File: src/pkg/sdc_pkg.sv
// Register map, field positions, reset values and analog control carrier of the converter block.
package sdc_pkg;
	// Register indexes; the byte address on the bus is four times the index.
	localparam logic [5:0] IDX_IRQ_FLAGS     = 6'h06;
	localparam logic [5:0] IDX_IRQ_ENABLES   = 6'h07;
	localparam logic [5:0] IDX_RESULT_HIGH   = 6'h10;
	localparam logic [5:0] IDX_RESULT_LOW    = 6'h11;
	localparam logic [5:0] IDX_CONV_CTRL     = 6'h13;
	localparam logic [5:0] IDX_SAMPLE_CLOCK  = 6'h14;
	localparam logic [5:0] IDX_INPUT_ROUTING = 6'h18;
	localparam logic [5:0] IDX_REF_ROUTING   = 6'h19;
	localparam logic [5:0] IDX_GAIN_ENABLE   = 6'h1a;

	localparam int BIT_CONV_FLAG   = 2;
	localparam int BIT_CONV_IRQ_EN = 2;
	localparam int BIT_GLOBAL_EN   = 7;
	localparam int BIT_COMB_RUN    = 3;
	localparam int BIT_DIV_SELECT  = 1;
	localparam int BIT_REF_ENABLE  = 7;
	localparam int BIT_MOD_ENABLE  = 1;
	localparam int BIT_AUTO_ZERO   = 0;

	localparam logic [7:0] RST_REG          = 8'h00;
	localparam logic [7:0] GAIN_ENABLE_MASK = 8'h8f;
	localparam logic [7:0] REF_ROUTING_MASK = 8'h0f;
	localparam logic [7:0] CONV_CTRL_MASK   = 8'h0f;

	// Sample clock divisors of the system clock.
	localparam logic [5:0] DIV_FAST = 6'h19;
	localparam logic [5:0] DIV_SLOW = 6'h32;

	// Shortest decimation window and the largest power of two applied to it.
	localparam logic [13:0] BASE_WINDOW    = 14'h007d;
	localparam logic [2:0]  MAX_RATE_SHIFT = 3'h6;

	// Result counts per one in the shortest window, and the saturation level.
	localparam logic [6:0]         SCALE_PER_ONE = 7'h7d;
	localparam logic signed [22:0] FULL_SCALE    = 23'sh003d09;

	typedef struct packed {
		logic [2:0] filter_input_select;
		logic       filter_enable;
		logic [1:0] positive_path_select;
		logic [1:0] negative_input_select;
		logic [1:0] input_gain_select;
		logic       internal_reference_enable;
		logic [1:0] positive_reference_select;
		logic [1:0] negative_reference_select;
		logic       modulator_enable;
		logic       auto_zero;
	} sdc_ana_ctrl_s;
endpackage : sdc_pkg

File: src/logic/sdc_adc_ctrl.sv
// Sigma-delta converter control: register slave, sample divider, comb decimator and interrupt.
// Operation
// RULE1 - Filter input select picks one of eight sources by its three-bit code.
// RULE2 - Positive path bit 2 turns the input low-pass filter on or off.
// RULE3 - Low two positive path bits pick filtered, unfiltered, input 2 or input 3.
// RULE4 - Negative input select picks input 1, 2, 3 or low temperature node.
// RULE5 - Gain select sets two thirds, one, two or seven thirds.
// RULE6 - Reference enable powers the two tapped reference nodes.
// RULE7 - Positive reference select picks input 0, input 3, upper or lower tap.
// RULE8 - Negative reference select picks ground, input 1, input 2 or lower tap.
// RULE9 - Output rate code divides sample rate by 125 up to 8000; code 7 as 6.
// RULE10 - Sample rate is system clock over 25, or over 50 when divider bit set.
// RULE11 - Interrupt reaches the CPU only with both its enable and global enable set.
// RULE12 - Modulator enable bit switches the modulator on; clear keeps it off.
// RULE13 - Comb run bit enables the decimating comb filter.
// RULE14 - Software reads a 16-bit result high and low; top two bits are sign.
// RULE15 - Modulator bit density tracks input difference over reference difference.
// RULE16 - Comb filter decimates the bitstream into a result of 14-bit precision.
// RULE17 - Auto-zero shorts the positive and negative converter inputs together.
// RULE18 - Clearing auto-zero reconnects the selected inputs for normal measurement.
// RULE19 - One signed result and one interrupt every N samples once enabled.
// RULE20 - Result saturates at plus or minus 15625.
// RULE21 - Software discards the first two results after any input change.
// RULE22 - Conversion flag sets on each result load and holds until software clears.
// RULE23 - While comb run is clear the comb accumulators are held cleared.
//
// The implementer's own choice: register access over Wishbone.
`timescale 1ns/100ps
module sdc_adc_ctrl
	import sdc_pkg::*;
(
	input  wire logic          REF_CLK,
	input  wire logic          RESET,
	input  wire logic          WB_CYC_I,
	input  wire logic          WB_STB_I,
	input  wire logic          WB_WE_I,
	input  wire logic [7:0]    WB_ADR_I,
	input  wire logic [3:0]    WB_SEL_I,
	input  wire logic [31:0]   WB_DAT_I,
	output logic      [31:0]   WB_DAT_O,
	output logic               WB_ACK_O,
	input  wire logic          MODULATOR_BIT,
	output logic               SAMPLE_STROBE,
	output sdc_ana_ctrl_s      ANALOG_CTRL,
	output logic               CONVERSION_IRQ
);
	logic [7:0]  input_routing;
	logic [7:0]  reference_routing;
	logic [7:0]  gain_and_enable;
	logic [7:0]  converter_control;
	logic        sample_divider_select;
	logic        conversion_irq_flag;
	logic        conversion_irq_enable;
	logic        global_irq_enable;
	logic [15:0] conversion_result;
	logic [5:0]  div_cnt;
	logic        mod_sync1;
	logic        mod_sync2;
	logic [13:0] samp_cnt;
	logic [13:0] ones_cur;
	logic [13:0] ones_prev;

	// Bus decode: one access per request, answered with ack in the following cycle.
	wire        req       = WB_CYC_I & WB_STB_I & ~WB_ACK_O;
	wire [5:0]  idx       = WB_ADR_I[7:2];
	wire        wr        = req & WB_WE_I & WB_SEL_I[0];
	wire [7:0]  wd        = WB_DAT_I[7:0];
	wire        wr_flags  = wr && idx == IDX_IRQ_FLAGS;
	wire        wr_enab   = wr && idx == IDX_IRQ_ENABLES;
	wire        wr_ctrl   = wr && idx == IDX_CONV_CTRL;
	wire        wr_sclk   = wr && idx == IDX_SAMPLE_CLOCK;
	wire        wr_inrt   = wr && idx == IDX_INPUT_ROUTING;
	wire        wr_refrt  = wr && idx == IDX_REF_ROUTING;
	wire        wr_gain   = wr && idx == IDX_GAIN_ENABLE;

	wire [7:0] flags_rd = 8'(conversion_irq_flag) << BIT_CONV_FLAG;
	wire [7:0] enab_rd  = (8'(global_irq_enable) << BIT_GLOBAL_EN)
		| (8'(conversion_irq_enable) << BIT_CONV_IRQ_EN);
	wire [7:0] sclk_rd  = 8'(sample_divider_select) << BIT_DIV_SELECT;

	wire [7:0] rdata =
		(idx == IDX_IRQ_FLAGS)     ? flags_rd :
		(idx == IDX_IRQ_ENABLES)   ? enab_rd :
		(idx == IDX_RESULT_HIGH)   ? conversion_result[15:8] :
		(idx == IDX_RESULT_LOW)    ? conversion_result[7:0] :
		(idx == IDX_CONV_CTRL)     ? converter_control :
		(idx == IDX_SAMPLE_CLOCK)  ? sclk_rd :
		(idx == IDX_INPUT_ROUTING) ? input_routing :
		(idx == IDX_REF_ROUTING)   ? reference_routing :
		(idx == IDX_GAIN_ENABLE)   ? gain_and_enable : RST_REG;

	always_ff @(posedge REF_CLK or posedge RESET) begin
		if (RESET) begin
			WB_ACK_O <= 1'b0;
			WB_DAT_O <= 32'h0000_0000;
		end else begin
			WB_ACK_O <= req;
			if (req)
				WB_DAT_O <= {24'h00_0000, rdata};
		end
	end

	// Control registers.
	always_ff @(posedge REF_CLK or posedge RESET) begin
		if (RESET) begin
			input_routing         <= RST_REG;
			reference_routing     <= RST_REG;
			gain_and_enable       <= RST_REG;
			converter_control     <= RST_REG;
			sample_divider_select <= 1'b0;
			conversion_irq_enable <= 1'b0;
			global_irq_enable     <= 1'b0;
		end else begin
			if (wr_inrt)
				input_routing <= wd;
			if (wr_refrt)
				reference_routing <= wd & REF_ROUTING_MASK;
			if (wr_gain)
				gain_and_enable <= wd & GAIN_ENABLE_MASK;
			if (wr_ctrl)
				converter_control <= wd & CONV_CTRL_MASK;
			if (wr_sclk)
				sample_divider_select <= wd[BIT_DIV_SELECT];
			if (wr_enab) begin
				conversion_irq_enable <= wd[BIT_CONV_IRQ_EN];
				global_irq_enable     <= wd[BIT_GLOBAL_EN];
			end
		end
	end

	wire       mod_en     = gain_and_enable[BIT_MOD_ENABLE];
	wire       comb_run   = converter_control[BIT_COMB_RUN];
	wire [2:0] rate_code  = converter_control[2:0];

	// Analog switch controls come straight from the routing registers and the gain and enable register.
	assign ANALOG_CTRL.filter_input_select       = input_routing[5:3];             // RULE1
	assign ANALOG_CTRL.filter_enable             = input_routing[2];               // RULE2
	assign ANALOG_CTRL.positive_path_select      = input_routing[1:0];             // RULE3
	assign ANALOG_CTRL.negative_input_select     = input_routing[7:6];             // RULE4
	assign ANALOG_CTRL.input_gain_select         = gain_and_enable[3:2];           // RULE5
	assign ANALOG_CTRL.internal_reference_enable = gain_and_enable[BIT_REF_ENABLE]; // RULE6
	assign ANALOG_CTRL.positive_reference_select = reference_routing[1:0];         // RULE7
	assign ANALOG_CTRL.negative_reference_select = reference_routing[3:2];         // RULE8
	assign ANALOG_CTRL.modulator_enable          = mod_en;                         // RULE12
	// High shorts both converter inputs to the negative input; low reconnects them.
	assign ANALOG_CTRL.auto_zero                 = gain_and_enable[BIT_AUTO_ZERO]; // RULE17 RULE18

	// Sample clock divider.
	wire [5:0] div_len  = sample_divider_select ? DIV_SLOW : DIV_FAST; // RULE10
	wire       div_last = div_cnt == div_len - 6'h01;

	always_ff @(posedge REF_CLK or posedge RESET) begin
		if (RESET) begin
			div_cnt       <= 6'h00;
			SAMPLE_STROBE <= 1'b0;
		end else begin
			div_cnt       <= (div_last || div_cnt >= div_len) ? 6'h00 : div_cnt + 6'h01;
			SAMPLE_STROBE <= div_last & mod_en;
		end
	end

	// The modulator bit comes from the analog domain and is synchronised first.
	always_ff @(posedge REF_CLK or posedge RESET) begin
		if (RESET) begin
			mod_sync1 <= 1'b0;
			mod_sync2 <= 1'b0;
		end else begin
			mod_sync1 <= MODULATOR_BIT;
			mod_sync2 <= mod_sync1;
		end
	end

	// Comb decimator: counts ones over the current and previous windows.
	wire [2:0]  rate_shift = (rate_code > MAX_RATE_SHIFT) ? MAX_RATE_SHIFT : rate_code; // RULE9
	wire [13:0] win_len    = BASE_WINDOW << rate_shift;                                // RULE9
	wire        comb_on    = comb_run & mod_en;                                        // RULE13
	wire        take       = SAMPLE_STROBE & comb_on;
	wire        win_last   = samp_cnt == win_len - 14'h0001;
	wire        load       = take & win_last;                                          // RULE19
	wire [13:0] ones_now   = ones_cur + 14'(mod_sync2);                                // RULE15

	// Ones density over two windows maps linearly onto plus and minus full scale.
	wire [14:0] total   = 15'(ones_prev) + 15'(ones_now);                         // RULE16
	wire [21:0] prod    = 22'(total * SCALE_PER_ONE);
	wire [21:0] shifted = prod >> rate_shift;
	wire signed [22:0] raw     = $signed({1'b0, shifted}) - FULL_SCALE;
	wire signed [22:0] clipped = (raw > FULL_SCALE) ? FULL_SCALE :
		(raw < -FULL_SCALE) ? -FULL_SCALE : raw;                                   // RULE20
	wire [15:0] next_result = 16'(clipped);                                        // RULE14

	always_ff @(posedge REF_CLK or posedge RESET) begin
		if (RESET) begin
			samp_cnt          <= 14'h0000;
			ones_cur          <= 14'h0000;
			ones_prev         <= 14'h0000;
			conversion_result <= 16'h0000;
		end else if (!comb_on) begin
			samp_cnt  <= 14'h0000; // RULE23
			ones_cur  <= 14'h0000; // RULE23
			ones_prev <= 14'h0000; // RULE23
		end else if (load) begin
			samp_cnt          <= 14'h0000;
			ones_cur          <= 14'h0000;
			ones_prev         <= ones_now;
			conversion_result <= next_result; // RULE19
		end else if (take) begin
			samp_cnt <= (samp_cnt >= win_len) ? 14'h0000 : samp_cnt + 14'h0001;
			ones_cur <= ones_now;
		end
	end

	// Conversion flag: a new result wins over a clear in the same cycle.
	wire flag_clear = wr_flags & ~wd[BIT_CONV_FLAG];

	always_ff @(posedge REF_CLK or posedge RESET) begin
		if (RESET)
			conversion_irq_flag <= 1'b0;
		else if (load)
			conversion_irq_flag <= 1'b1; // RULE22
		else if (flag_clear)
			conversion_irq_flag <= 1'b0;
	end

	assign CONVERSION_IRQ = conversion_irq_flag & conversion_irq_enable & global_irq_enable; // RULE11
endmodule : sdc_adc_ctrl

File: config.mk
export PLATFORM = sky130hd
export DESIGN_NAME = sdc_adc_ctrl
export DESIGN_NICKNAME = d
export VERILOG_FILES = /design/src/pkg/sdc_pkg.sv /design/src/logic/sdc_adc_ctrl.sv
export SDC_FILE = /design/constraint.sdc
export NUM_CORES = 1
export LEC_CHECK = 0
export ABC_AREA = 1
export BUFFER_PORTS_ARGS = -buffer_cell sky130_fd_sc_hd__clkbuf_2
export CORE_MARGIN = 2
export CORE_UTILIZATION = 43
export CTS_CLUSTER_DIAMETER = 50
export DETAILED_ROUTE_END_ITERATION = 16
export PLACE_DENSITY = 0.62
export SLEW_MARGIN = 15
export SYNTH_ARGS = -nofsm -noshare
export SYNTH_HDL_FRONTEND = slang
export SYNTH_SLANG_ARGS = --single-unit
File: constraint.sdc
create_clock -name REF_CLK -period 18.7 [get_ports REF_CLK]
set_input_delay 0 -clock REF_CLK [delete_from_list [all_inputs] [get_ports REF_CLK]]
set_output_delay 0 -clock REF_CLK [all_outputs]
set_load 0.01 [all_outputs]
==> metrics.txt, run 1 <==
# TYPE chip_impl_metric gauge
chip_impl_info{name="outcome",value="complete, no violations"} 1
chip_impl_metric{name="grt_first_pass_wirelength",unit="µm"} 43990
chip_impl_metric{name="worst-path-max-fanout",unit=""} 12
chip_impl_metric{name="timing.critical_path.slowest_cell_delay",unit="ns"} 0.53
chip_impl_metric{name="clock-skew-final",unit="ns"} 0.01193
chip_impl_metric{name="worst_ir_drop_vdd",unit="mV"} 0.05688
chip_impl_metric{name="via_per_inst",unit=""} 4.990
chip_impl_info{name="min_from",value="WB_ADR_I[6]"} 1
chip_impl_metric{name="grt-ovfl-total",unit=""} 0
chip_impl_info{name="path_common_cell",value="sky130_fd_sc_hd__nand2_1"} 1
chip_impl_metric{name="syn_to_final_growth",unit="%"} 7.319
chip_impl_metric{name="routed-via-count",unit=""} 9756
chip_impl_metric{name="final_net_count",unit=""} 1803
chip_impl_info{name="timing.critical_path.from_type",value="flop"} 1
chip_impl_metric{name="power_density",unit="mW/mm²"} 42.29
chip_impl_metric{name="finalNonFillerCells",unit=""} 1955
chip_impl_info{name="grt_setup_unrepaired",value="false"} 1
chip_impl_metric{name="bufs_and_invs_on_worst_path",unit=""} 5
chip_impl_metric{name="largest_net_degree_at_the_start_of_global_routing",unit=""} 60
chip_impl_metric{name="worst_slew_pin_slew",unit="ns"} 1.072
chip_impl_info{name="critPathKind",value="flop to flop"} 1
chip_impl_metric{name="routability_congestion",unit=""} 0.9034
chip_impl_info{name="min_path_type",value="input pin to flop"} 1
chip_impl_metric{name="slew_headroom",unit="%"} 28.56
chip_impl_info{name="rr_startpoint",value="mod_sync2$_DFF_PP0_"} 1
chip_impl_metric{name="ctsLongestPathBuffers",unit=""} 2
chip_impl_metric{name="design.core.area",unit="mm²"} 0.02518
chip_impl_metric{name="cellLeakagePower",unit="µW"} 0.006303
chip_impl_metric{name="drive_above_1_share",unit="%"} 9.108
chip_impl_metric{name="average_wire_length_per_cell_after_detail_routing",unit="µm"} 13.03
chip_impl_metric{name="cts_resized",unit=""} 0
chip_impl_metric{name="yosysSeqAreaShare",unit="%"} 22.96
chip_impl_metric{name="regToRegSetupSlack",unit="ns"} 10.00
chip_impl_metric{name="post-route-min-period",unit="ns"} 8.696
chip_impl_metric{name="path_clk_slew",unit="ns"} 0.08
chip_impl_metric{name="number_of_enable_type_register_cells_in_the_synthesized_netlist",unit=""} 0
chip_impl_metric{name="initial_core_util",unit="%"} 43.72
chip_impl_metric{name="synthesis.area_per_instance",unit="µm²"} 6.981
chip_impl_metric{name="fill_cells",unit=""} 2567
chip_impl_metric{name="synth.yosys.warnings",unit=""} 0
chip_impl_metric{name="chipHeight",unit="µm"} 164.0
chip_impl_metric{name="finalCritPeriodShare",unit="%"} 46.50
chip_impl_metric{name="netlist-cell-type-count",unit=""} 57
chip_impl_info{name="root_buffer",value="sky130_fd_sc_hd__clkbuf_16"} 1
chip_impl_metric{name="arrival",unit="ns"} 8.93
chip_impl_metric{name="worstSkewPairLatency",unit="ns"} 0.36
chip_impl_metric{name="numPlacedInstances",unit=""} 1927
chip_impl_metric{name="ctsHtreeMaxLevel",unit=""} 3
chip_impl_metric{name="total_i_o_pin_count",unit=""} 102
chip_impl_metric{name="hold_ws",unit="ns"} 0.05266
chip_impl_info{name="r2r-end",value="conversion_result[12]$_DFFE_PP0P_"} 1
chip_impl_info{name="worst_hold_path.endpoint",value="conversion_irq_enable$_DFFE_PP0P_"} 1
chip_impl_metric{name="hold_viol_final",unit=""} 0
chip_impl_metric{name="synthesis.area",unit="mm²"} 0.01101
chip_impl_info{name="layout_commonest_cell",value="sky130_fd_sc_hd__nand2_1"} 1
chip_impl_metric{name="timing.critical_path.required",unit="ns"} 18.93
chip_impl_info{name="slowest_stage",value="sky130_fd_sc_hd__fa_1"} 1
chip_impl_metric{name="floorplan.rows",unit=""} 58
chip_impl_metric{name="detailedRoute.firstIterationViolations",unit=""} 599
chip_impl_metric{name="cts_sink_count",unit=""} 101
chip_impl_info{name="synthFlopType",value="sky130_fd_sc_hd__dfrtp_1"} 1
chip_impl_info{name="mostFrequentLayoutCells",value="sky130_fd_sc_hd__nand2_1 (418), sky130_fd_sc_hd__inv_1 (255), sky130_fd_sc_hd__nand3_1 (152), sky130_fd_sc_hd__nor2_1 (102), sky130_fd_sc_hd__dfrtp_1 (101)"} 1
chip_impl_metric{name="cts_inserted_buffers",unit=""} 9
chip_impl_metric{name="track_usage",unit="%"} 19.96
chip_impl_metric{name="detail_route.wirelength",unit="µm"} 25480
chip_impl_metric{name="asyncSetResetFlopFracSynth",unit="%"} 100.0
chip_impl_metric{name="drc",unit=""} 0
chip_impl_metric{name="hold_depth",unit=""} 4
chip_impl_metric{name="die_area",unit="mm²"} 0.02690
chip_impl_metric{name="place_hpwl",unit="µm"} 20690
chip_impl_metric{name="antenna-diode-count",unit=""} 0
chip_impl_metric{name="postSynthRegisterBits",unit=""} 101
chip_impl_info{name="tritoncts",value="built"} 1
chip_impl_metric{name="setup_violations",unit=""} 0
chip_impl_metric{name="post-cts-setup-buffers",unit=""} 0
chip_impl_metric{name="cts_hold_buffers",unit=""} 12
chip_impl_metric{name="timing.max_cap.violations",unit=""} 0
chip_impl_metric{name="dieWidth",unit="µm"} 164.0
chip_impl_metric{name="maxSlewViolCount",unit=""} 0
chip_impl_metric{name="synthesis.instances",unit=""} 1577
chip_impl_metric{name="fmax",unit="MHz"} 115.0
chip_impl_info{name="cp_top_family",value="adder cells"} 1
chip_impl_metric{name="placement.io_buffers",unit=""} 48
chip_impl_metric{name="setup_tns",unit="ns"} 0
chip_impl_metric{name="1st_pass_router_iterations",unit=""} 6
chip_impl_metric{name="reg2reg_depth",unit=""} 45
chip_impl_metric{name="detail-route-antenna-nets",unit=""} 0
chip_impl_metric{name="first_global_vias",unit=""} 9394
chip_impl_info{name="end_kind",value="flop"} 1
chip_impl_metric{name="antenna_violations_before_repair",unit=""} 0
[cells by family after synthesis]
group | share of synthesized area, %
xor gates and xnor gates | 3.580
buffers and inverters | 12.34
AOI/OAI and AO/OA | 10.35
adders and majority gates | 18.18
muxes | 0.3068
other | 0.06822
DFF | 22.96
and+or+nand+nor | 32.21
[sequential cells by signal, indices dropped and copies added, names as in the netlist, 5 cells and up]
name	cells
WB_DAT_O	8
ones_prev	14
div_cnt	6
input_routing	8
gain_and_enable	5
samp_cnt	14
conversion_result	16
ones_cur	14
[worst reg2reg max path, delay by kind of cell, from the launching register on]
family,cells,cell delay (ns)
compound gates,12,1.81
xor+xnor,2,0.71
fa+ha+maj,8,2.75
buf+inv,5,0.54
flops,1,0.39
simple gates,18,2.38
[final cells by class]
class | instances | area [µm²] | share of cell area (%)
inverter | 268 | 1011 | 8.557
clock buffer | 10 | 229.0 | 1.938
tap | 330 | 412.9 | 3.495
multi-input combinational | 1179 | 7209 | 61.02
clock inverter | 6 | 57.56 | 0.4871
timing repair buffer | 61 | 367.9 | 3.113
sequential | 101 | 2527 | 21.39
[report_power, final]
group	internal, µW	switching [µW]	leakage (µW)
registers	226	7.44	0.00139
logic	29.2	52.0	0.00478
clock network	92.8	92.5	0.000132
[cells in the mapped netlist (6+ instances only)]
master,instances,share of area (%)
sky130_fd_sc_hd__o22ai_1,22,1.3
sky130_fd_sc_hd__xor2_1,35,2.8
sky130_fd_sc_hd__nor3_1,13,0.59
sky130_fd_sc_hd__inv_1,256,8.7
sky130_fd_sc_hd__buf_2,10,0.45
sky130_fd_sc_hd__o21bai_1,6,0.41
sky130_fd_sc_hd__o21ai_0,69,3.1
sky130_fd_sc_hd__inv_2,11,0.38
sky130_fd_sc_hd__nand3_1,152,6.9
sky130_fd_sc_hd__nand2_2,25,1.4
sky130_fd_sc_hd__nor4_1,6,0.34
sky130_fd_sc_hd__nand3_2,14,1.3
sky130_fd_sc_hd__nand3b_1,8,0.55
sky130_fd_sc_hd__fa_1,45,8.2
sky130_fd_sc_hd__buf_4,28,1.9
sky130_fd_sc_hd__a21oi_1,48,2.2
sky130_fd_sc_hd__nand2_1,418,14
sky130_fd_sc_hd__xnor2_1,10,0.80
sky130_fd_sc_hd__nand4_1,17,0.97
sky130_fd_sc_hd__clkbuf_1,8,0.27
sky130_fd_sc_hd__dfrtp_1,101,23
sky130_fd_sc_hd__ha_1,88,10
sky130_fd_sc_hd__nand2_4,6,0.61
sky130_fd_sc_hd__nor2_1,102,3.5
sky130_fd_sc_hd__nor2_2,8,0.45
[routing by layer]
| metal | up-vias | share of wire [%] | wire, µm | track usage (%) |
|---|---|---|---|---|
| met5 | - | 0 | 0 | 0 |
| met4 | 0 | 1.1 | 291 | 4.226 |
| met3 | 20 | 3.4 | 862 | 1.970 |
| met2 | 167 | 45 | 11570 | 32.75 |
| met1 | 4470 | 50 | 12760 | 28.62 |
| li1 | 5099 | - | - | - |
[how the worst max path moves through the flow]
stage	start	slack (ns)	to	depth (start not counted)
floorplan	mod_sync2$_DFF_PP0_	11.26	conversion_result[13]$_DFFE_PP0P_	45
global placement	mod_sync2$_DFF_PP0_	10.04	conversion_result[5]$_DFFE_PP0P_	42
detailed placement	mod_sync2$_DFF_PP0_	9.97	conversion_result[12]$_DFFE_PP0P_	50
CTS	mod_sync2$_DFF_PP0_	9.95	conversion_result[12]$_DFFE_PP0P_	50
global route	mod_sync2$_DFF_PP0_	9.04	conversion_result[0]$_DFFE_PP0P_	46
finish	mod_sync2$_DFF_PP0_	10.00	conversion_result[12]$_DFFE_PP0P_	45
[metrics by stage]
step	cell area [µm²]	utilization (%)	total power [µW]	setup WS, ns
2_1_floorplan	11100	-	303.9	11.26
5_1_grt	11820	46.92	529.1	9.040
4_1_cts	11820	46.92	505.6	9.955
3_5_place_dp	11410	45.30	317.2	9.965
6_report	11820	46.92	499.6	10.00
3_3_place_gp	11410	45.30	314.7	10.04
Power figures use the tool's default switching activity.
==> inputs of run 2 (changes only) <==
Clock period 18.7 ns to 8.6 ns, I/O delays scaled along.
==> metrics.txt, run 2 (synthesis gave the netlist of run 1 again) <==
# TYPE chip_impl_metric gauge
chip_impl_info{name="outcome",value="complete, no violations"} 1
chip_impl_metric{name="design.core.area",unit="mm²"} 0.02518
chip_impl_metric{name="timing.critical_path.slowest_cell_delay",unit="ns"} 0.54
chip_impl_metric{name="via_per_inst",unit=""} 5.014
chip_impl_metric{name="setup_tns",unit="ns"} 0
chip_impl_metric{name="largest_reg_flops",unit=""} 16
chip_impl_metric{name="final_net_count",unit=""} 1828
chip_impl_metric{name="fin_total_pwr",unit="µW"} 1118
chip_impl_metric{name="first_global_vias",unit=""} 9328
chip_impl_metric{name="cellLeakagePower",unit="µW"} 0.006469
chip_impl_metric{name="globalRouteMet2Util",unit="%"} 33.08
chip_impl_metric{name="detailedRoute.firstIterationViolations",unit=""} 780
chip_impl_metric{name="clock-skew-final",unit="ns"} 0.01371
chip_impl_metric{name="die_area",unit="mm²"} 0.02690
chip_impl_metric{name="maxSlewViolCount",unit=""} 0
chip_impl_metric{name="use_met1",unit="%"} 28.01
chip_impl_info{name="layout_commonest_cell",value="sky130_fd_sc_hd__nand2_1"} 1
chip_impl_metric{name="detail_route.wirelength",unit="µm"} 26240
chip_impl_metric{name="fmax",unit="MHz"} 125.0
chip_impl_metric{name="largest_net_degree_at_the_start_of_global_routing",unit=""} 71
chip_impl_metric{name="drc",unit=""} 0
chip_impl_metric{name="timing.max_cap.violations",unit=""} 0
chip_impl_metric{name="cts_sink_count",unit=""} 101
chip_impl_info{name="mostFrequentLayoutCells",value="sky130_fd_sc_hd__nand2_1 (412), sky130_fd_sc_hd__inv_1 (253), sky130_fd_sc_hd__nand3_1 (137), sky130_fd_sc_hd__dfrtp_1 (101), sky130_fd_sc_hd__nor2_1 (94)"} 1
chip_impl_metric{name="cts_inserted_buffers",unit=""} 9
chip_impl_metric{name="grt_first_pass_wirelength",unit="µm"} 43570
chip_impl_metric{name="worst_slew_pin_slew",unit="ns"} 1.096
chip_impl_metric{name="placement.io_buffers",unit=""} 48
chip_impl_info{name="critPathKind",value="flop to flop"} 1
chip_impl_info{name="root_buffer",value="sky130_fd_sc_hd__clkbuf_16"} 1
chip_impl_info{name="min_path_type",value="input pin to flop"} 1
chip_impl_metric{name="finalCritPeriodShare",unit="%"} 93.00
chip_impl_metric{name="arrival",unit="ns"} 8.25
chip_impl_metric{name="antenna_violations_before_repair",unit=""} 0
chip_impl_metric{name="globalRouteMet3Util",unit="%"} 2.121
chip_impl_metric{name="worstSkewPairLatency",unit="ns"} 0.36
chip_impl_metric{name="worst_ir_drop_vdd",unit="mV"} 0.1115
chip_impl_metric{name="place_hpwl",unit="µm"} 20980
chip_impl_metric{name="syn_to_final_growth",unit="%"} 11.87
chip_impl_metric{name="antenna-diode-count",unit=""} 0
chip_impl_metric{name="initial_core_util",unit="%"} 43.72
chip_impl_metric{name="fill_cells",unit=""} 2518
chip_impl_info{name="top_usage_layer",value="met2"} 1
chip_impl_metric{name="slew_headroom",unit="%"} 26.93
chip_impl_info{name="end_kind",value="flop"} 1
chip_impl_metric{name="path_clk_slew",unit="ns"} 0.08
chip_impl_info{name="path_common_cell",value="sky130_fd_sc_hd__nand2_1"} 1
chip_impl_metric{name="setup_violations",unit=""} 0
chip_impl_metric{name="hold_depth",unit=""} 4
chip_impl_metric{name="reg2reg_depth",unit=""} 48
chip_impl_metric{name="chipHeight",unit="µm"} 164.0
chip_impl_metric{name="worst-path-max-fanout",unit=""} 12
chip_impl_metric{name="dieWidth",unit="µm"} 164.0
chip_impl_metric{name="power_density",unit="mW/mm²"} 90.80
chip_impl_info{name="tritoncts",value="built"} 1
chip_impl_info{name="slowest_stage",value="sky130_fd_sc_hd__fa_1"} 1
chip_impl_metric{name="grt-ovfl-total",unit=""} 0
chip_impl_metric{name="total_i_o_pin_count",unit=""} 102
chip_impl_metric{name="routed-via-count",unit=""} 9927
chip_impl_metric{name="hold_viol_final",unit=""} 0
chip_impl_metric{name="drive_above_1_share",unit="%"} 13.27
chip_impl_metric{name="average_wire_length_per_cell_after_detail_routing",unit="µm"} 13.25
chip_impl_info{name="timing.critical_path.from_type",value="flop"} 1
chip_impl_metric{name="timing.critical_path.required",unit="ns"} 8.85
chip_impl_info{name="largest_register",value="conversion_result"} 1
chip_impl_metric{name="1st_pass_router_iterations",unit=""} 5
chip_impl_metric{name="routability_congestion",unit=""} 0.8915
chip_impl_metric{name="detail-route-antenna-nets",unit=""} 0
chip_impl_metric{name="ctsLongestPathBuffers",unit=""} 2
chip_impl_metric{name="ctsHtreeMaxLevel",unit=""} 3
chip_impl_metric{name="floorplan.rows",unit=""} 58
chip_impl_metric{name="finalCoreUtilization",unit="%"} 48.91
chip_impl_metric{name="track_usage",unit="%"} 19.82
chip_impl_metric{name="post-route-min-period",unit="ns"} 7.998
-- run 2: cell types whose count changed in the layout (fill, tap and decap cells not counted), moves of 6 or more --
cell / delta
sky130_fd_sc_hd__buf_4: +24
sky130_fd_sc_hd__a21oi_2: +6
sky130_fd_sc_hd__nand2_1: -6
sky130_fd_sc_hd__a21oi_1: -6
sky130_fd_sc_hd__ha_1: -6
sky130_fd_sc_hd__nand3_1: -15
sky130_fd_sc_hd__nor2_1: -8
sky130_fd_sc_hd__nand3_2: +12
-- run 2: per-stage QoR --
stage	worst slack, ns	instances	hold WS [ns]	cell area, µm²
6_report	0.6024	1980	0.05582	12320
5_1_grt	-0.05360	1980	0.1084	12320
4_1_cts	0.2059	1964	0.04146	11910
3_5_place_dp	0.2388	1936	0.02729	11480
3_3_place_gp	0.4475	1936	0.02371	11480
2_1_floorplan	1.155	1600	0.03143	11100
-- run 2: metal layers --
layer  vias up  routed length [µm]
li1       5151                   -
met1      4603               12970
met3        14                 915
met2       159               12140
met4         0                 219
met5         -                   0
-- run 2: layout make-up --
type / instances / area, µm² / share of cell area (%)
clock buffers: 10 / 229.0 / 1.859
repair buffers: 86 / 568.0 / 4.612
flip-flops and latches: 101 / 2527 / 20.52
inverters: 268 / 1011 / 8.209
well taps: 330 / 412.9 / 3.353
multi-input cells: 1179 / 7487 / 60.79
clock inverters: 6 / 80.08 / 0.6502
-- run 2: path summary, 6_finish.rpt --
path	startpoint	end	slack [ns]
max	mod_sync2$_DFF_PP0_	conversion_result[13]$_DFFE_PP0P_	0.60
min	WB_SEL_I[0]	conversion_irq_flag$_DFFE_PP0P_	0.06
max reg2reg	mod_sync2$_DFF_PP0_	conversion_result[13]$_DFFE_PP0P_	0.60
min reg2reg	mod_sync1$_DFF_PP0_	mod_sync2$_DFF_PP0_	0.35
max in group asynchronous	RESET	conversion_result[9]$_DFFE_PP0P_	7.21
min in group asynchronous	RESET	ones_prev[3]$_DFFE_PP0P_	0.18
-- run 2: report_power, final --
| group | switching (µW) | total (µW) | internal, µW |
|---|---|---|---|
| Combinational | 117 | 184 | 67.4 |
| Sequential | 16.3 | 507 | 491 |
| Clock | 196 | 427 | 231 |
| Total | 329 | 1120 | 789 |
-- run 2: worst max-delay path: cells and delay by family, from the launching register on --
kind                       cells  cell delay, ns
AOI/OAI and AO/OA             12            1.69
xor gates and xnor gates       2            0.36
adders and majority gates      8            2.69
buffers and inverters          5            0.56
DFF                            1            0.39
and+or+nand+nor               21            2.17
-- run 2: repair_timing --
| item | 4_1_cts | 5_1_grt |
|---|---|---|
| resized for setup | 0 | 60 |
| hold buffers | 12 | 0 |
| buffers inserted | 0 | 16 |
| endpoints found under the hold margin | 51 | 0 |
| endpoints found under the setup margin | 0 | 16 |
==> inputs of run 3 (changes only) <==
Settings changed: CAP_MARGIN from default to 20, CTS_BUF_LIST from default to sky130_fd_sc_hd__clkbuf_8.
==> metrics.txt, run 3 (synthesis gave the netlist of run 1 again) <==
# TYPE chip_impl_metric gauge
chip_impl_metric{name="timing.max_cap.violations",unit=""} 0
chip_impl_metric{name="numPlacedInstances",unit=""} 1936
chip_impl_metric{name="detail_route.wirelength",unit="µm"} 26120
chip_impl_metric{name="power_density",unit="mW/mm²"} 82.68
chip_impl_metric{name="combPwrFrac",unit="%"} 18.2
chip_impl_metric{name="worst_slew_pin_slew",unit="ns"} 1.120
chip_impl_metric{name="ctsLongestPathBuffers",unit=""} 2
chip_impl_metric{name="worst-path-max-fanout",unit=""} 12
chip_impl_metric{name="placement.io_buffers",unit=""} 48
chip_impl_metric{name="post-route-cell-area",unit="mm²"} 0.01223
chip_impl_metric{name="via_per_inst",unit=""} 5.001
chip_impl_metric{name="path_clk_slew",unit="ns"} 0.11
chip_impl_info{name="end_kind",value="flop"} 1
chip_impl_info{name="largest_register",value="conversion_result"} 1
chip_impl_metric{name="fill_cells",unit=""} 2528
chip_impl_metric{name="cts_sink_count",unit=""} 101
chip_impl_metric{name="track_usage",unit="%"} 19.74
chip_impl_info{name="timing.critical_path.from_type",value="flop"} 1
chip_impl_metric{name="detail_route.wirelength.met1",unit="µm"} 13020
chip_impl_metric{name="drive_above_1_share",unit="%"} 13.33
chip_impl_metric{name="cellInternalPower",unit="µW"} 697.0
chip_impl_metric{name="average_wire_length_per_cell_after_detail_routing",unit="µm"} 13.19
chip_impl_metric{name="worstSkewPairLatency",unit="ns"} 0.39
chip_impl_metric{name="hold_ws",unit="ns"} 0.04185
chip_impl_metric{name="met2WireLength",unit="µm"} 12110
chip_impl_info{name="tritoncts",value="built"} 1
chip_impl_info{name="root_buffer",value="sky130_fd_sc_hd__clkbuf_8"} 1
chip_impl_info{name="path_common_cell",value="sky130_fd_sc_hd__nand2_1"} 1
chip_impl_metric{name="finalCritPeriodShare",unit="%"} 92.96
chip_impl_metric{name="first_global_vias",unit=""} 9311
chip_impl_info{name="maxUsedRoutingLayer",value="met4"} 1
chip_impl_metric{name="finalCoreUtilization",unit="%"} 48.58
chip_impl_metric{name="worst_ir_drop_vdd",unit="mV"} 0.1116
chip_impl_metric{name="sequential_cell_area",unit="mm²"} 0.002527
chip_impl_metric{name="timing.critical_path.slowest_cell_delay",unit="ns"} 0.52
chip_impl_metric{name="dieWidth",unit="µm"} 164.0
chip_impl_metric{name="antenna-diode-count",unit=""} 0
chip_impl_metric{name="detailedRoute.firstIterationViolations",unit=""} 724
chip_impl_info{name="mostFrequentLayoutCells",value="sky130_fd_sc_hd__nand2_1 (412), sky130_fd_sc_hd__inv_1 (254), sky130_fd_sc_hd__nand3_1 (137), sky130_fd_sc_hd__dfrtp_1 (101), sky130_fd_sc_hd__nor2_1 (94)"} 1
chip_impl_metric{name="finalNonFillerCells",unit=""} 1981
chip_impl_metric{name="initial_core_util",unit="%"} 43.72
chip_impl_metric{name="largest_reg_flops",unit=""} 16
chip_impl_metric{name="syn_to_final_growth",unit="%"} 11.12
chip_impl_metric{name="antenna_violations_before_repair",unit=""} 0
chip_impl_metric{name="place_area",unit="mm²"} 0.01148
chip_impl_metric{name="bufs_and_invs_on_worst_path",unit=""} 6
chip_impl_metric{name="switching_share",unit="%"} 31.09
chip_impl_info{name="layout_commonest_cell",value="sky130_fd_sc_hd__nand2_1"} 1
chip_impl_info{name="critPathKind",value="flop to flop"} 1
chip_impl_metric{name="arrival",unit="ns"} 8.33
chip_impl_metric{name="drc",unit=""} 0
chip_impl_info{name="outcome",value="complete, no violations"} 1
chip_impl_metric{name="power.clock.fraction",unit="%"} 31.6
chip_impl_metric{name="1st_pass_router_iterations",unit=""} 6
chip_impl_metric{name="ctsHtreeMaxLevel",unit=""} 3
chip_impl_metric{name="cellLeakagePower",unit="µW"} 0.006430
chip_impl_metric{name="fmax",unit="MHz"} 125.1
chip_impl_metric{name="cts_inserted_buffers",unit=""} 9
chip_impl_metric{name="timing.critical_path.required",unit="ns"} 8.94
chip_impl_metric{name="route.met3.wl",unit="µm"} 780
chip_impl_metric{name="die_area",unit="mm²"} 0.02690
chip_impl_metric{name="clock-skew-final",unit="ns"} 0.02283
chip_impl_info{name="min_path_type",value="input pin to flop"} 1
chip_impl_metric{name="post-route-min-period",unit="ns"} 7.995
chip_impl_metric{name="grt_first_pass_wirelength",unit="µm"} 43500
chip_impl_metric{name="place_hpwl",unit="µm"} 20980
chip_impl_metric{name="hold_viol_final",unit=""} 0
chip_impl_metric{name="largest_net_degree_at_the_start_of_global_routing",unit=""} 71
chip_impl_metric{name="design.core.area",unit="mm²"} 0.02518
chip_impl_metric{name="floorplan.rows",unit=""} 58
chip_impl_metric{name="area_of_the_multi_input_gates",unit="mm²"} 0.007493
chip_impl_metric{name="p_sw",unit="µW"} 314.5
chip_impl_metric{name="setup_violations",unit=""} 0
chip_impl_metric{name="detail-route-antenna-nets",unit=""} 0
chip_impl_info{name="cp_top_family",value="adder cells"} 1
chip_impl_metric{name="total_i_o_pin_count",unit=""} 102
chip_impl_metric{name="chipHeight",unit="µm"} 164.0
chip_impl_metric{name="slew_headroom",unit="%"} 25.31
chip_impl_metric{name="routability_congestion",unit=""} 0.8915
chip_impl_info{name="slowest_stage",value="sky130_fd_sc_hd__fa_1"} 1
chip_impl_metric{name="final_net_count",unit=""} 1829
chip_impl_metric{name="grt-ovfl-total",unit=""} 0
chip_impl_metric{name="maxSlewViolCount",unit=""} 0
chip_impl_metric{name="routed-via-count",unit=""} 9906
chip_impl_metric{name="seq_power_share",unit="%"} 50.1
run 3: layout make-up:
| cell class | count | area share (%) |
|---|---|---|
| Sequential cell | 101 | 20.66 |
| Multi-Input combinational cell | 1179 | 61.26 |
| Clock inverter | 7 | 0.6853 |
| Inverter | 268 | 8.264 |
| Timing Repair Buffer | 87 | 4.746 |
| Tap cell | 330 | 3.375 |
| Clock buffer | 9 | 1.013 |
run 3: worst paths after layout:
path                                                     end  depth (start not counted)                 from  slack [ns]
setup reg to reg            conversion_result[7]$_DFFE_PP0P_                         47  mod_sync2$_DFF_PP0_        0.61
hold reg to reg                          mod_sync2$_DFF_PP0_                          0  mod_sync1$_DFF_PP0_        0.36
hold / removal             sample_divider_select$_DFFE_PP0P_                          3          WB_ADR_I[7]        0.04
max in group asynchronous   conversion_result[9]$_DFFE_PP0P_                          4                RESET        7.24
min in group asynchronous           ones_prev[3]$_DFFE_PP0P_                          3                RESET        0.15
setup / recovery            conversion_result[7]$_DFFE_PP0P_                         47  mod_sync2$_DFF_PP0_        0.61
run 3: worst min-delay path, cell delays in order:
cell                       delay, ns
sky130_fd_sc_hd__clkbuf_2       0.11
sky130_fd_sc_hd__nor4_1         0.11
sky130_fd_sc_hd__a31oi_1        0.17
run 3: stage by stage:
step           total power [µW]  setup slack (ns)  TNS [ns]
2_1_floorplan             660.7             1.155         0
3_3_place_gp              684.9            0.4475         0
3_5_place_dp              690.1            0.2388         0
4_1_cts                    1020            0.2464         0
5_1_grt                    1073          -0.02265   -0.1224
6_report                   1011            0.6053         0
run 3: routing by layer:
metal,global-route usage (%),up-vias
met3,1.970,12
met1,28.05,4604
li1,-,5146
met2,32.85,144
met4,3.828,0
met5,0,-
run 3: power groups by stage:
stage / sequential [µW] / combinational, µW / clock (µW)
after floorplan: 512 / 149 / 0
after global placement: 516 / 169 / 0
after detailed placement: 517 / 174 / 0
after CTS: 507 / 179 / 334
after global routing: 510 / 213 / 350
final: 507 / 185 / 320
run 3: repair_timing:
item,in CTS,in global routing
resized for setup,0,62
hold buffers,14,0
endpoints found under the setup margin,0,16
endpoints found under the hold margin,59,0
setup buffers,0,15
